==> src/esm_consts.vh <==
// constants for the slave communication state machine
`ifndef ESM_CONSTS_VH
`define ESM_CONSTS_VH
`define ESM_ST_INIT 4'h1
`define ESM_ST_PREOP 4'h2
`define ESM_ST_BOOT 4'h3
`define ESM_ST_SAFEOP 4'h4
`define ESM_ST_OP 4'h8
`define ESM_ASCII_ACK 8'h06
`define ESM_ASCII_CAN 8'h18
`define ESM_ASCII_RST 8'h00
`endif

==> src/esm_slave_fsm.v <==
// slave communication state machine with service gating
`default_nettype none
`include "esm_consts.vh"

// Summary of operation
// - master requests state; slave reports result, error flag on failure
// - init: mailbox, process data in and out all disabled
// - pre-operational: mailbox only, no process data either way
// - safe-operational: mailbox plus input data sent, outputs ignored
// - operational: mailbox, reception and transmission all enabled
// - ascii jog-on/autotune ack only if cable open or init; jog-off always
// - panel jog and autotune run only if cable open or init
// - each one-step transition starts or stops its service
// - operational to pre-operational stops outputs and inputs, keeps mailbox
// - safe-operational to init stops inputs and mailbox
// - operational to init stops inputs, outputs and mailbox
// - bootstrap entered only from init; file download; exit restarts
// - download complete returns bootstrap to init
module esm_slave_fsm (
    input wire clock,
    input wire rst_b,
    input wire req_valid,
    input wire [3:0] req_state,
    input wire cable_open,
    input wire fw_download_done,
    input wire ascii_valid,
    input wire ascii_jog_on_cmd,
    input wire ascii_jog_off_cmd,
    input wire ascii_autotune_cmd,
    input wire panel_req,
    output reg [3:0] al_status_ff,
    output reg al_error_ff,
    output reg resp_valid_ff,
    output reg mbx_en_ff,
    output reg pd_rx_en_ff,
    output reg pd_tx_en_ff,
    output reg foe_en_ff,
    output reg device_restart_ff,
    output reg ascii_resp_valid_ff,
    output reg [7:0] ascii_resp_ff,
    output wire panel_allow
);
    // state codes live in the header; local names keep the decode short
    localparam [3:0] ST_INIT = `ESM_ST_INIT;
    localparam [3:0] ST_PREOP = `ESM_ST_PREOP;
    localparam [3:0] ST_BOOT = `ESM_ST_BOOT;
    localparam [3:0] ST_SAFEOP = `ESM_ST_SAFEOP;
    localparam [3:0] ST_OP = `ESM_ST_OP;
    localparam [7:0] ASCII_ACK = `ESM_ASCII_ACK;
    localparam [7:0] ASCII_CAN = `ESM_ASCII_CAN;

    // cable_open is a pin: two-stage synchroniser before use
    reg cable_s1_ff;
    reg cable_s2_ff;
    reg ok;
    reg [3:0] nxt_state;
    // next values of the status registers
    reg [3:0] nxt_status;
    reg nxt_error;
    reg nxt_resp_valid;
    reg nxt_restart;
    wire local_ok;
    wire in_init;
    wire in_preop;
    wire in_boot;
    wire in_safeop;
    wire in_op;
    wire boot_done;
    wire ascii_gated;
    wire ascii_cancel;

    always @(posedge clock or negedge rst_b) begin
        if (!rst_b) begin
            cable_s1_ff <= 1'b0;
            cable_s2_ff <= 1'b0;
        end else begin
            cable_s1_ff <= cable_open;
            cable_s2_ff <= cable_s1_ff;
        end
    end

    // one flag per state, shared by the decodes below other than the transition case
    assign in_init = (al_status_ff == ST_INIT);
    assign in_preop = (al_status_ff == ST_PREOP);
    assign in_boot = (al_status_ff == ST_BOOT);
    assign in_safeop = (al_status_ff == ST_SAFEOP);
    assign in_op = (al_status_ff == ST_OP);

    // local operation only while the network cannot command the drive;
    // the cable view lags the pin by the two synchroniser stages
    assign local_ok = cable_s2_ff | in_init;
    // panel asks, this block grants
    assign panel_allow = panel_req & local_ok;

    // legal transitions; same-state request is accepted as no change
    always @* begin
        ok = 1'b0;
        nxt_state = al_status_ff;
        case (al_status_ff)
            ST_INIT: begin
                case (req_state)
                    ST_INIT: ok = 1'b1;
                    ST_PREOP: ok = 1'b1;
                    ST_BOOT: ok = 1'b1;
                    default: ok = 1'b0;
                endcase
            end
            ST_PREOP: begin
                case (req_state)
                    ST_INIT: ok = 1'b1;
                    ST_PREOP: ok = 1'b1;
                    ST_SAFEOP: ok = 1'b1;
                    default: ok = 1'b0;
                endcase
            end
            ST_SAFEOP: begin
                case (req_state)
                    ST_INIT: ok = 1'b1;
                    ST_PREOP: ok = 1'b1;
                    ST_SAFEOP: ok = 1'b1;
                    ST_OP: ok = 1'b1;
                    default: ok = 1'b0;
                endcase
            end
            ST_OP: begin
                case (req_state)
                    ST_INIT: ok = 1'b1;
                    ST_PREOP: ok = 1'b1;
                    ST_SAFEOP: ok = 1'b1;
                    ST_OP: ok = 1'b1;
                    default: ok = 1'b0;
                endcase
            end
            ST_BOOT: begin
                // the only way out of bootstrap is back to init
                case (req_state)
                    ST_INIT: ok = 1'b1;
                    ST_BOOT: ok = 1'b1;
                    default: ok = 1'b0;
                endcase
            end
            default: ok = 1'b0;
        endcase
        if (ok) begin
            nxt_state = req_state;
        end
    end

    // download completion outranks a request in the same cycle,
    // so a late master request cannot hold the drive in bootstrap
    assign boot_done = in_boot & fw_download_done;

    always @* begin
        nxt_status = al_status_ff;
        nxt_error = al_error_ff;
        nxt_resp_valid = 1'b0;
        nxt_restart = 1'b0;
        if (boot_done) begin
            nxt_status = ST_INIT;
            nxt_restart = 1'b1;
        end else if (req_valid) begin
            nxt_resp_valid = 1'b1;
            nxt_error = ~ok;
            nxt_status = nxt_state;
            if (ok && in_boot && (req_state == ST_INIT)) begin
                nxt_restart = 1'b1;
            end
        end
    end

    // error level holds until the next request is evaluated
    always @(posedge clock or negedge rst_b) begin
        if (!rst_b) begin
            al_status_ff <= ST_INIT;
            al_error_ff <= 1'b0;
            resp_valid_ff <= 1'b0;
            device_restart_ff <= 1'b0;
        end else begin
            al_status_ff <= nxt_status;
            al_error_ff <= nxt_error;
            resp_valid_ff <= nxt_resp_valid;
            device_restart_ff <= nxt_restart;
        end
    end

    // service enables follow the state, so every multi-step exit
    // closes all services above the target in the same edge
    always @(posedge clock or negedge rst_b) begin
        if (!rst_b) begin
            mbx_en_ff <= 1'b0;
            pd_rx_en_ff <= 1'b0;
            pd_tx_en_ff <= 1'b0;
            foe_en_ff <= 1'b0;
        end else begin
            mbx_en_ff <= in_preop | in_safeop | in_op;
            pd_tx_en_ff <= in_safeop | in_op;
            pd_rx_en_ff <= in_op;
            foe_en_ff <= in_boot;
        end
    end

    // motion commands are refused while the network owns the drive;
    // stopping motion is always safe, so jog-off is never refused
    assign ascii_gated = ascii_jog_on_cmd | ascii_autotune_cmd;
    assign ascii_cancel = ascii_gated & ~ascii_jog_off_cmd & ~local_ok;

    always @(posedge clock or negedge rst_b) begin
        if (!rst_b) begin
            ascii_resp_valid_ff <= 1'b0;
            ascii_resp_ff <= `ESM_ASCII_RST;
        end else begin
            ascii_resp_valid_ff <= ascii_valid;
            if (ascii_valid) begin
                if (ascii_cancel) begin
                    ascii_resp_ff <= ASCII_CAN;
                end else begin
                    ascii_resp_ff <= ASCII_ACK;
                end
            end
        end
    end
endmodule // esm_slave_fsm
`default_nettype wire

==> config.mk <==
export PLATFORM = sky130hd
export DESIGN_NAME = esm_slave_fsm
export DESIGN_NICKNAME = d
export VERILOG_FILES = /design/src/esm_slave_fsm.v
export VERILOG_INCLUDE_DIRS = /design/src /design/src/src
export SDC_FILE = /design/constraint.sdc
export NUM_CORES = 1
export LEC_CHECK = 0
export ABC_CLOCK_PERIOD_IN_PS = 1500
export BUFFER_PORTS_ARGS = -buffer_cell sky130_fd_sc_hd__buf_2
export CORE_MARGIN = 3
export CORE_UTILIZATION = 41
export DETAILED_ROUTE_END_ITERATION = 8
export PLACE_DENSITY = 0.71
export SLEW_MARGIN = 20
export SYNTH_ARGS = -nofsm -noshare
export SYNTH_HDL_FRONTEND = slang
export SYNTH_SLANG_ARGS = --single-unit
==> constraint.sdc <==
create_clock -name clock -period 1.5 [get_ports clock]
set_input_delay 0.3 -clock clock [delete_from_list [all_inputs] [get_ports clock]]
set_output_delay 0.3 -clock clock [all_outputs]
set_load 0.05 [all_outputs]
Word level (Yosys, flattened, before mapping)
Index checks and enable logic that the tools add are counted.
- input port bits: 14
- logic and storage cells: 60
- flip-flop bits (word level): 22
- reductions and logical operators: 11
- bitwise operators: 13
- eq/ne operators: 10
- mux-type cells: 14
- operators by type and width (kind ; count):
    $eq A4 B2 Y1 const B ; 4
    $mux W4 ; 3
    $mux W1 ; 9
    $eq A4 B1 Y1 const B ; 2
    $eq A4 B3 Y1 const B ; 2
    $eq A4 B4 Y1 const B ; 2
    $reduce_or A3 Y1 ; 2
    $mux W5 ; 1
    $or A1 B1 Y1 ; 5
    $and A1 B1 Y1 ; 4
    $not A1 Y1 ; 4
    $pmux W1 S4 ; 1
    $reduce_and A2 Y1 ; 2
    $reduce_bool A2 Y1 ; 2
    $reduce_or A2 Y1 ; 2
    $reduce_or A4 Y1 ; 1
    $logic_and A1 B1 Y1 ; 2

Logic depth before layout (Yosys ltp)
Gate-level depths: netlist of run 1.
- depth in word-level cells: 9
- depth in mapped cells: 5
- mapped depth without buffers: 4

Worst setup path before layout of run 1
Ideal clock, no wire load.
- kind: register to output
- from: register al_status_ff[0]
- to: output port panel_allow
- slack: -0.644 ns
- required time: 1.200 ns
- cell stages (with the launch flop): 4
- buffers on the path: 1
- data arrival time: 1.844 ns
- cell sequence: dfstp_2 > clkbuf_1 > a31oi_1 > nor2b_1
- longest elaborated chain between the ends: 3
- ends and longest elaborated chain (element ; RTL line ; text):
    start: declaration ; esm_slave_fsm.v:31 ; output reg [3:0] al_status_ff,
    start signal: assignment ; esm_slave_fsm.v:179 ; al_status_ff <= nxt_status;
    $eq A4 B1 Y1 ; esm_slave_fsm.v:83 ; assign in_init = (al_status_ff == ST_INIT);
    $or A1 B1 Y1 ; esm_slave_fsm.v:91 ; assign local_ok = cable_s2_ff | in_init;
    $and A1 B1 Y1 ; esm_slave_fsm.v:93 ; assign panel_allow = panel_req & local_ok;
    end: declaration ; esm_slave_fsm.v:41 ; output wire panel_allow
No other way between the ends.

Final worst setup path of run 1
- from: register al_status_ff[0]
- to: register al_status_ff[0]
- longest elaborated chain between the ends: 5
- elaborated cells on any way between the ends: 12
- ends and longest elaborated chain (element ; RTL line ; text):
    $eq A4 B3 Y1 / $eq A4 B4 Y1 (equally long branches) ; esm_slave_fsm.v:99 ; case (al_status_ff)
    $reduce_or A2 Y1 (no source line) ; n/a ;
    $pmux W1 S4 ; esm_slave_fsm.v:99 ;
    $reduce_bool A2 Y1 (no source line) ; n/a ;
    $reduce_and A2 Y1 (no source line) ; n/a ;
Parallel ways exist; a longest one is shown, timed or not.
A chain may end at the register's enable or synchronous reset.

==> impl_metrics.ini, run 1 <==
[detailed_routing]
via_count = 693
drt_first_pass_iters = 3
drt-total-wl_um = 1790
wl_per_cell_um = 12.3
ant_nets = 0
drt-initial-drc-count = 4
drc = 0
via_per_inst = 4.75

[clock_network]
clock_sinks = 16
clkLatencyLatePin_ns = 0.28
cts.reportedPaths.clkPinSlew_ns = 0.09
cts_tree = built
cts_made_buffers = 3
htreeDepth = 1
clockRootBuffer = clkbuf_4
cts_buffer_depth = 2

[worst_setup_path]
cpLargestDelayFamily = flip-flops
cp_data_required_time_ns = 1.72
cp.arrival_ns = 1.88
critPathKind = reg -> reg
regToRegStartpoint = al_status_ff[0]
reg2reg_to = al_status_ff[0]
slowest_delay_ns = 0.57
crit_buf_inv = 3
path_max_fanout = 4
crit_chain = buf_6, buf_4, a21oi_4, a311oi_4, buf_4, mux2_4
crit_path_frequent_cell = buf_4
ff2ff_setup_slack_ns = -0.16
worstRegToRegCells = 6
end_kind = flop
startpoint_type = flop
cp_slowest_cell = dfstp_2

[worst_hold_path]
hold_path_depth = 1
holdPathEnd = cable_s1_ff
holdCritStartpoint = cable_open
hold_class = in -> reg

[final_layout]
fill_cells = 149
finalNetCount = 136
seqCellArea_um2 = 405
insertedDiodeCount = 0
multiInputGateArea_um2 = 399
area_growth_pct = 46.7
fin_util_pct = 66.9
layout-drive-gt1-share_pct = 57.9

[yosys]
synth_area_leaders = dfrtp_1 (46%), buf_4 (5.5%), mux2i_1 (3.7%)
async_flop_share_pct = 100
netlist_area_um2 = 822
synth.top_cell.area_share_pct = 45.7
synth_edf_count = 0
ys_seq_elements = 16
avgSynthCellArea_um2 = 10.8
synth_most_common_cell = dfrtp_1
synth_common_cells = dfrtp_1 (15), buf_4 (6), nand2_1 (6), nor2_1 (6)
ys_types = 35
yosysSeqAreaShare_pct = 48.9
yosys.area.top_type = dfrtp_1
netlist_instances = 76
synthFlopType = dfrtp_1
synth_warnings = 0

[power]
clkPwrFrac_pct = 27.6
vdd_drop_max_mv = 0.362
power_frac_comb_pct = 19.3
powerDensity_nw_per_um2 = 695
netSwitchingFraction_pct = 29.0
p_switching_w = 0.000243
pwr-share-seq_pct = 53.1
leakagePower_nw = 0.602
intPower_w = 0.000595

[floorplan]
rows = 15
io_pins = 35
dieArea_um2 = 2580
initial_core_util_pct = 45.6
coreArea_um2 = 1800
die_w_um = 50.8
die_h_um = 50.8

[sta]
fin_tns_setup_ns = -0.544
setup_violations = 7
rsz0062_at_grt = yes
clock-skew-final_ns = 0.00250
hold_viol_final = 0
fin_crit_sh_pct = 111
drv_slew = 0
setup_slack_ns = -0.163
max_freq_mhz = 601
fin_crit_ns = 1.66

[global_route]
grt_pass1_vias = 668
grt_pass1_wl_um = 2930
grt_use_total_pct = 15.4
globalRouteOverflowTotal = 0
grt_max_degree = 17
antenna_found_initial = 0

[placed_design]
gp_congestion = 0.836
port_buffers = 30
dp_hpwl_um = 1330

[job]
drv_cap = 0

[outcome]
violations = setup timing
outcome = finished with violations
==> layout by cell type, fill, tap and decap left out, types with 4 or more instances in the layout <==
cell | synthesis | routed
buf_2 | 2 | 29
nand2_1 | 6 | 5
buf_6 | 1 | 6
dfrtp_1 | 15 | 12
conb_1 | 1 | 4
nor2_1 | 6 | 5
inv_1 | 5 | 4
buf_4 | 6 | 11
==> metrics by stage <==
stage	total power [W]	instances	area, um2	worst slack, ns	hold WS [ns]
2_1_floorplan	0.000562	79	872	-0.331	0.00441
3_3_place_gp	0.000600	134	1040	-0.138	0.221
3_5_place_dp	0.000604	134	1040	-0.179	0.230
4_1_cts	0.000850	143	1170	-0.168	0.109
5_1_grt	0.000881	146	1210	-0.218	0.105
6_report	0.000838	146	1210	-0.163	0.119
==> logic make-up after synthesis <==
kind of cell              after synthesis  share of synthesized area, %
other                                   1                         0.456
buffers and inverters                  15                          10.8
xor gates and xnor gates                2                          2.13
muxes                                   4                          5.48
DFF                                    16                          48.9
AOI/OAI and AO/OA                      14                          14.2
and+or+nand+nor                        24                          18.1
==> repair_timing <==
action,4_1_cts,5_1_grt
pin swaps,4,4
endpoints found under the hold margin,15,0
buffers inserted,4,3
resized for setup,13,3
hold buffers,1,0
endpoints found under the setup margin,8,8
==> per-layer routing <==
layer / part of all wire, % / up-vias / track usage (%)
met2: 49 / 27 / 26.7
met4: 2.2 / 0 / 9.42
met3: 6.5 / 4 / 2.08
li1: - / 343 / -
met1: 42 / 319 / 17.8
met5: 0 / - / 0
==> sequential cells by signal, indices dropped and copies added, names as in the netlist <==
register,count
al_status_ff,4
ascii_resp_ff,2
al_error_ff,1
ascii_resp_valid_ff,1
cable_s1_ff,1
cable_s2_ff,1
device_restart_ff,1
foe_en_ff,1
mbx_en_ff,1
pd_rx_en_ff,1
pd_tx_en_ff,1
resp_valid_ff,1
==> worst register-to-register path, cell delays in order, from the launching register on <==
cell	delay, ns
dfstp_2	0.57
buf_6	0.12
buf_4	0.11
a21oi_4	0.03
a311oi_4	0.29
buf_4	0.18
mux2_4	0.29
==> how the worst max path moves through the flow <==
stage	from	end	slack (ns)	cells after the start
floorplan	al_status_ff[1]	al_status_ff[0]	-0.33	5
global placement	req_state[1]	al_status_ff[0]	-0.14	5
detailed placement	req_state[1]	al_status_ff[0]	-0.18	5
CTS	al_status_ff[3]	panel_allow	-0.17	5
global route	al_status_ff[3]	panel_allow	-0.22	5
finish	al_status_ff[0]	al_status_ff[0]	-0.16	6
==> cell type report <==
| class | count | area share [%] |
|---|---|---|
| tap | 25 | 2.59 |
| timing repair buffer | 48 | 27.0 |
| clock buffer | 4 | 2.18 |
| inverter | 5 | 1.56 |
| multi-input combinational | 48 | 33.1 |
| sequential | 16 | 33.6 |
==> power by group through the flow <==
stage	registers (W)	logic (W)	clock network (W)
global route	0.000447	0.000172	0.000262
global placement	0.000452	0.000148	0
floorplan	0.000477	0.0000849	0
finish	0.000445	0.000162	0.000232
detailed placement	0.000453	0.000151	0
CTS	0.000445	0.000162	0.000243
(Power assumes the default switching activity.)
==> run 2, diff against run 1 <==
--- a/config.mk
+++ b/config.mk
@@ -6,12 +6,13 @@
 export SDC_FILE = /design/constraint.sdc
 export NUM_CORES = 1
 export LEC_CHECK = 0
+export ABC_AREA = 1
 export ABC_CLOCK_PERIOD_IN_PS = 1500
 export BUFFER_PORTS_ARGS = -buffer_cell sky130_fd_sc_hd__buf_2
 export CORE_MARGIN = 3
-export CORE_UTILIZATION = 41
+export CORE_UTILIZATION = 40
 export DETAILED_ROUTE_END_ITERATION = 8
-export PLACE_DENSITY = 0.71
+export PLACE_DENSITY = 0.72
 export SLEW_MARGIN = 20
 export SYNTH_ARGS = -nofsm -noshare
 export SYNTH_HDL_FRONTEND = slang
==> impl_metrics.ini, run 2 <==
[sta]
rsz0062_at_grt = yes
max_freq_mhz = 626
setup_violations = 6
fin_crit_sh_pct = 107
fin_tns_setup_ns = -0.344
hold_viol_final = 0
fin_crit_ns = 1.60
setup_slack_ns = -0.0975
drv_slew = 0
clock-skew-final_ns = 0.00525

[job]
drv_cap = 0

[worst_setup_path]
crit_end = panel_allow
end_kind = output pin
path_max_fanout = 2
worstRegToRegCells = 8
critPathLaunch = al_status_ff[0]
reg2reg_to = al_status_ff[1]
regToRegStartpoint = al_status_ff[0]
cp.arrival_ns = 1.30
ff2ff_setup_slack_ns = -0.06
critPathKind = reg -> out
cp_data_required_time_ns = 1.20
startpoint_type = flop

[placed_design]
dp_hpwl_um = 1170
gp_congestion = 0.793
dp_cells = 144
port_buffers = 30

[yosys]
synth_warnings = 0
synth_area_leaders = dfrtp_1 (48%), nand2_1 (10%), nand3_1 (6.3%)
ys_types = 20
netlist_instances = 91
synth_common_cells = nand2_1 (22), dfrtp_1 (15), inv_1 (10), nand3_1 (10), buf_4 (6)
avgSynthCellArea_um2 = 8.66
synth.top_cell.area_share_pct = 47.6
synth_edf_count = 0
synthFlopType = dfrtp_1
async_flop_share_pct = 100
netlist_area_um2 = 788
yosys.area.top_type = dfrtp_1
synth_most_common_cell = nand2_1
yosysSeqAreaShare_pct = 51.0
ys_seq_elements = 16

[clock_network]
clockRootBuffer = clkbuf_4
cts_made_buffers = 3
htreeDepth = 1
cts.reportedPaths.clkPinSlew_ns = 0.10
cts_tree = built
clock_sinks = 16
cts_buffer_depth = 2
clkLatencyLatePin_ns = 0.29

[final_layout]
reg.largest.list = al_status_ff: 4 flops, ascii_resp_ff: 2 flops
fin_cells = 162
mostFrequentLayoutCell = buf_2
fill_cells = 170
area_growth_pct = 44.8
layout-drive-gt1-share_pct = 48.2
largest_reg_flops = 4
insertedDiodeCount = 0
mostFrequentLayoutCells = buf_2 (28), nand2_1 (22), buf_4 (13), dfrtp_1 (12), inv_1 (10)
finalNetCount = 152
regMostFlops = al_status_ff

[outcome]
outcome = finished with violations
violations = setup timing

[detailed_routing]
via_per_inst = 4.56
wl_per_cell_um = 10.5
drt-total-wl_um = 1710
ant_nets = 0
drc = 0
via_count = 739
drt-initial-drc-count = 15
drt_first_pass_iters = 4

[floorplan]
dieArea_um2 = 2540
io_pins = 35
die_w_um = 50.4
coreArea_um2 = 1800
die_h_um = 50.4
rows = 15
initial_core_util_pct = 43.7

[global_route]
grt_pass1_vias = 625
grt_max_degree = 17
antenna_found_initial = 0
grt_pass1_wl_um = 2640
grt_use_total_pct = 13.7
globalRouteOverflowTotal = 0

[power]
power_w = 0.00224
leakagePower_nw = 0.651
pwr-share-seq_pct = 28.3
power_frac_comb_pct = 59.0
powerDensity_nw_per_um2 = 1960
intPower_w = 0.00115
clkPwrFrac_pct = 12.7
p_switching_w = 0.00109
vdd_drop_max_mv = 1.10
netSwitchingFraction_pct = 48.6

[worst_hold_path]
hold_class = in -> reg
[run 2: cell count changes in the layout (fill, tap and decap cells not counted), sizes merged, moves of 2 or more]
cell   change
nand2     +19
inv        +9
nand3      +9
nand4      +4
buf        -3
mux2i      -3
o21ai      -3
nor2b      -2
[run 2: kinds of logic (layout without fill, tap and decap cells)]
| group | after synthesis | count (layout) | share of synthesized area (%) |
|---|---|---|---|
| simple gates | 47 | 47 | 30.3 |
| buf+inv | 20 | 63 | 12.4 |
| flops | 16 | 16 | 51.0 |
| compound gates | 7 | 7 | 5.87 |
| other cells | 1 | 4 | 0.476 |
[run 2: area by class of cell]
type                       instances  area (um2)  area share, %
sequential                        16         409           35.9
multi-input combinational         58         327           28.6
timing repair buffer              45         285           25.0
inverter                          14        52.6           4.61
clock buffer                       4        36.3           3.18
tap                               25        31.3           2.74
[run 2: critical path, stage by stage, from the launching register on]
cell      delay [ns]
dfstp_4         0.64
nand3_4         0.07
a21boi_4        0.13
buf_6           0.17
[run 2: power by group through the flow]
stage | Clock [W] | Combinational, W | Sequential, W
after floorplan | 0 | 0.000475 | 0.00104
after global placement | 0 | 0.00105 | 0.000665
after detailed placement | 0 | 0.00105 | 0.000674
after CTS | 0.000297 | 0.00123 | 0.000632
after global routing | 0.000325 | 0.00142 | 0.000648
final | 0.000285 | 0.00132 | 0.000634
[run 2: stage by stage]
step	instance area, um2	util (%)	setup WS [ns]	hold slack [ns]
floorplan	831	-	0.0185	0.00441
global placement	975	54.1	0.0686	0.233
detailed placement	975	54.1	0.0488	0.232
CTS	1080	60.0	-0.129	0.103
global route	1140	63.3	-0.150	0.0878
finish	1140	63.3	-0.0975	0.115
[run 2: how the worst min path moves through the flow]
stage | to | slack, ns | cells after the start | startpoint
after global routing | cable_s1_ff | 0.09 | 1 | cable_open
after floorplan | al_error_ff | 0.004 | 0 | rst_b
after CTS | cable_s1_ff | 0.10 | 1 | cable_open
final | cable_s1_ff | 0.12 | 1 | cable_open
after detailed placement | mbx_en_ff | 0.23 | 1 | rst_b
after global placement | mbx_en_ff | 0.23 | 1 | rst_b
[run 2: repair_timing]
item / CTS / global route
pin swaps: 6 / 3
hold buffers: 1 / 0
hold endpoints to repair: 15 / 0
buffers inserted: 5 / 8
setup endpoints to repair: 2 / 9
gates resized for setup: 7 / 0
[run 2: per-layer routing]
metal | up-vias | track usage, % | share of wire [%]
met2 | 35 | 21.7 | 46
met5 | - | 0 | 0
li1 | 370 | - | -
met1 | 332 | 18.0 | 44
met3 | 2 | 2.37 | 7.8
met4 | 0 | 6.73 | 1.7
==> run 3, diff against run 2 <==
--- a/config.mk
+++ b/config.mk
@@ -13,6 +13,7 @@
 export CORE_UTILIZATION = 40
 export DETAILED_ROUTE_END_ITERATION = 8
 export PLACE_DENSITY = 0.72
+export RECOVER_POWER = 25
 export SLEW_MARGIN = 20
 export SYNTH_ARGS = -nofsm -noshare
 export SYNTH_HDL_FRONTEND = slang
==> impl_metrics.ini, run 3 (synthesized netlist as in run 2, its figures left out) <==
[outcome]
outcome = finished with violations
violations = setup timing

[final_layout]
largest_reg_flops = 4
finalNetCount = 152
insertedDiodeCount = 0
mostFrequentLayoutCell = buf_2
regMostFlops = al_status_ff
mostFrequentLayoutCells = buf_2 (26), nand2_1 (22), buf_4 (13), dfrtp_1 (12), inv_1 (10)
reg.largest.list = al_status_ff: 4 flops, ascii_resp_ff: 2 flops
area_growth_pct = 44.4
fill_cells = 170
layout-drive-gt1-share_pct = 46.7

[power]
power_w = 0.00224
powerDensity_nw_per_um2 = 1970
vdd_drop_max_mv = 1.10
leakagePower_nw = 0.645

[global_route]
antenna_found_initial = 0
grt_max_degree = 17
grt_pass1_wl_um = 2640
grt_pass1_vias = 625
grt_use_total_pct = 13.7
globalRouteOverflowTotal = 0

[sta]
rsz0062_at_grt = yes
fin_crit_sh_pct = 107
clock-skew-final_ns = 0.00538
setup_violations = 6
fin_tns_setup_ns = -0.345
hold_viol_final = 0
setup_slack_ns = -0.0977
max_freq_mhz = 626
worst_pin_slew_ns = 0.852
slew_headroom_pct = 43.2
fin_crit_ns = 1.60
drv_slew = 0

[floorplan]
coreArea_um2 = 1800
die_w_um = 50.4
io_pins = 35
dieArea_um2 = 2540
rows = 15
die_h_um = 50.4
initial_core_util_pct = 43.7

[clock_network]
clockRootBuffer = clkbuf_4
cts_made_buffers = 3
cts.reportedPaths.clkPinSlew_ns = 0.10
clock_sinks = 16
cts_buffer_depth = 2
htreeDepth = 1
clkLatencyLatePin_ns = 0.29
cts_tree = built

[detailed_routing]
via_per_inst = 4.57
drt_first_pass_iters = 4
drt-initial-drc-count = 14
wl_per_cell_um = 10.6
drt-total-wl_um = 1710
via_count = 740
ant_nets = 0
drc = 0

[worst_setup_path]
startpoint_type = flop
cp_data_required_time_ns = 1.20
end_kind = output pin
path_max_fanout = 2
cp.arrival_ns = 1.30
critPathKind = reg -> out

[job]
drv_cap = 0

[worst_hold_path]
hold_class = in -> reg

[placed_design]
gp_congestion = 0.793
dp_hpwl_um = 1170
port_buffers = 30
-- run 3: cell types whose count changed in the layout (fill, tap and decap cells not counted), sizes merged --
cell,delta
buf,-2
clkbuf,+2
-- run 3: layout make-up --
class	count	area, um2	area share (%)
sequential	16	409	35.9
multi-input combinational	58	327	28.7
timing repair buffer	45	283	24.8
inverter	14	52.6	4.62
clock buffer	4	36.3	3.19
tap	25	31.3	2.75
-- run 3: timing repair --
item,CTS,global route
hold buffers,1,0
hold endpoints to repair,15,0
setup endpoints to repair,2,9
buffers inserted,5,8
resized for setup,7,0
pin swaps,6,3
-- run 3: power by group --
| group | switching, W | total, W | leakage [nW] | internal (W) |
|---|---|---|---|---|
| Sequential | 0.0000714 | 0.000634 | 0.193 | 0.000562 |
| Combinational | 0.000881 | 0.00132 | 0.431 | 0.000441 |
| Clock | 0.000137 | 0.000285 | 0.0210 | 0.000148 |
| Total | 0.00109 | 0.00224 | 0.645 | 0.00115 |
-- run 3: worst max-delay path, stage by stage, from the launching register on --
cell and delay, ns:
dfstp_4 0.64, nand3_4 0.07, a21boi_4 0.13, buf_6 0.17
-- run 3: metrics by stage --
stage / util [%] / instance area (um2) / instances / hold WS (ns) / setup WS (ns)
after floorplan: - / 831 / 94 / 0.00441 / 0.0185
after global placement: 54.1 / 975 / 144 / 0.233 / 0.0686
after detailed placement: 54.1 / 975 / 144 / 0.232 / 0.0488
after CTS: 60.0 / 1080 / 154 / 0.103 / -0.129
after global routing: 63.2 / 1140 / 162 / 0.0878 / -0.150
final: 63.2 / 1140 / 162 / 0.115 / -0.0977
-- run 3: worst paths after layout --
check	from	to	slack (ns)	depth (start not counted)
worst max-delay path	al_status_ff[0]	panel_allow	-0.1	3
worst min-delay path	cable_open	cable_s1_ff	0.12	1
worst max register to register	al_status_ff[0]	al_status_ff[1]	-0.06	8
worst min register to register	cable_s1_ff	cable_s2_ff	0.36	0
max in group asynchronous	rst_b	al_status_ff[3]	0.28	2
min in group asynchronous	rst_b	pd_tx_en_ff	0.63	2
-- run 3: routing by layer --
metal / share of wire (%) / vias to the layer above / global-route usage, %
met5: 0 / - / 0
met4: 1.7 / 0 / 6.73
met3: 7.8 / 2 / 2.37
met2: 46 / 35 / 21.7
met1: 45 / 333 / 18.0
li1: - / 370 / -
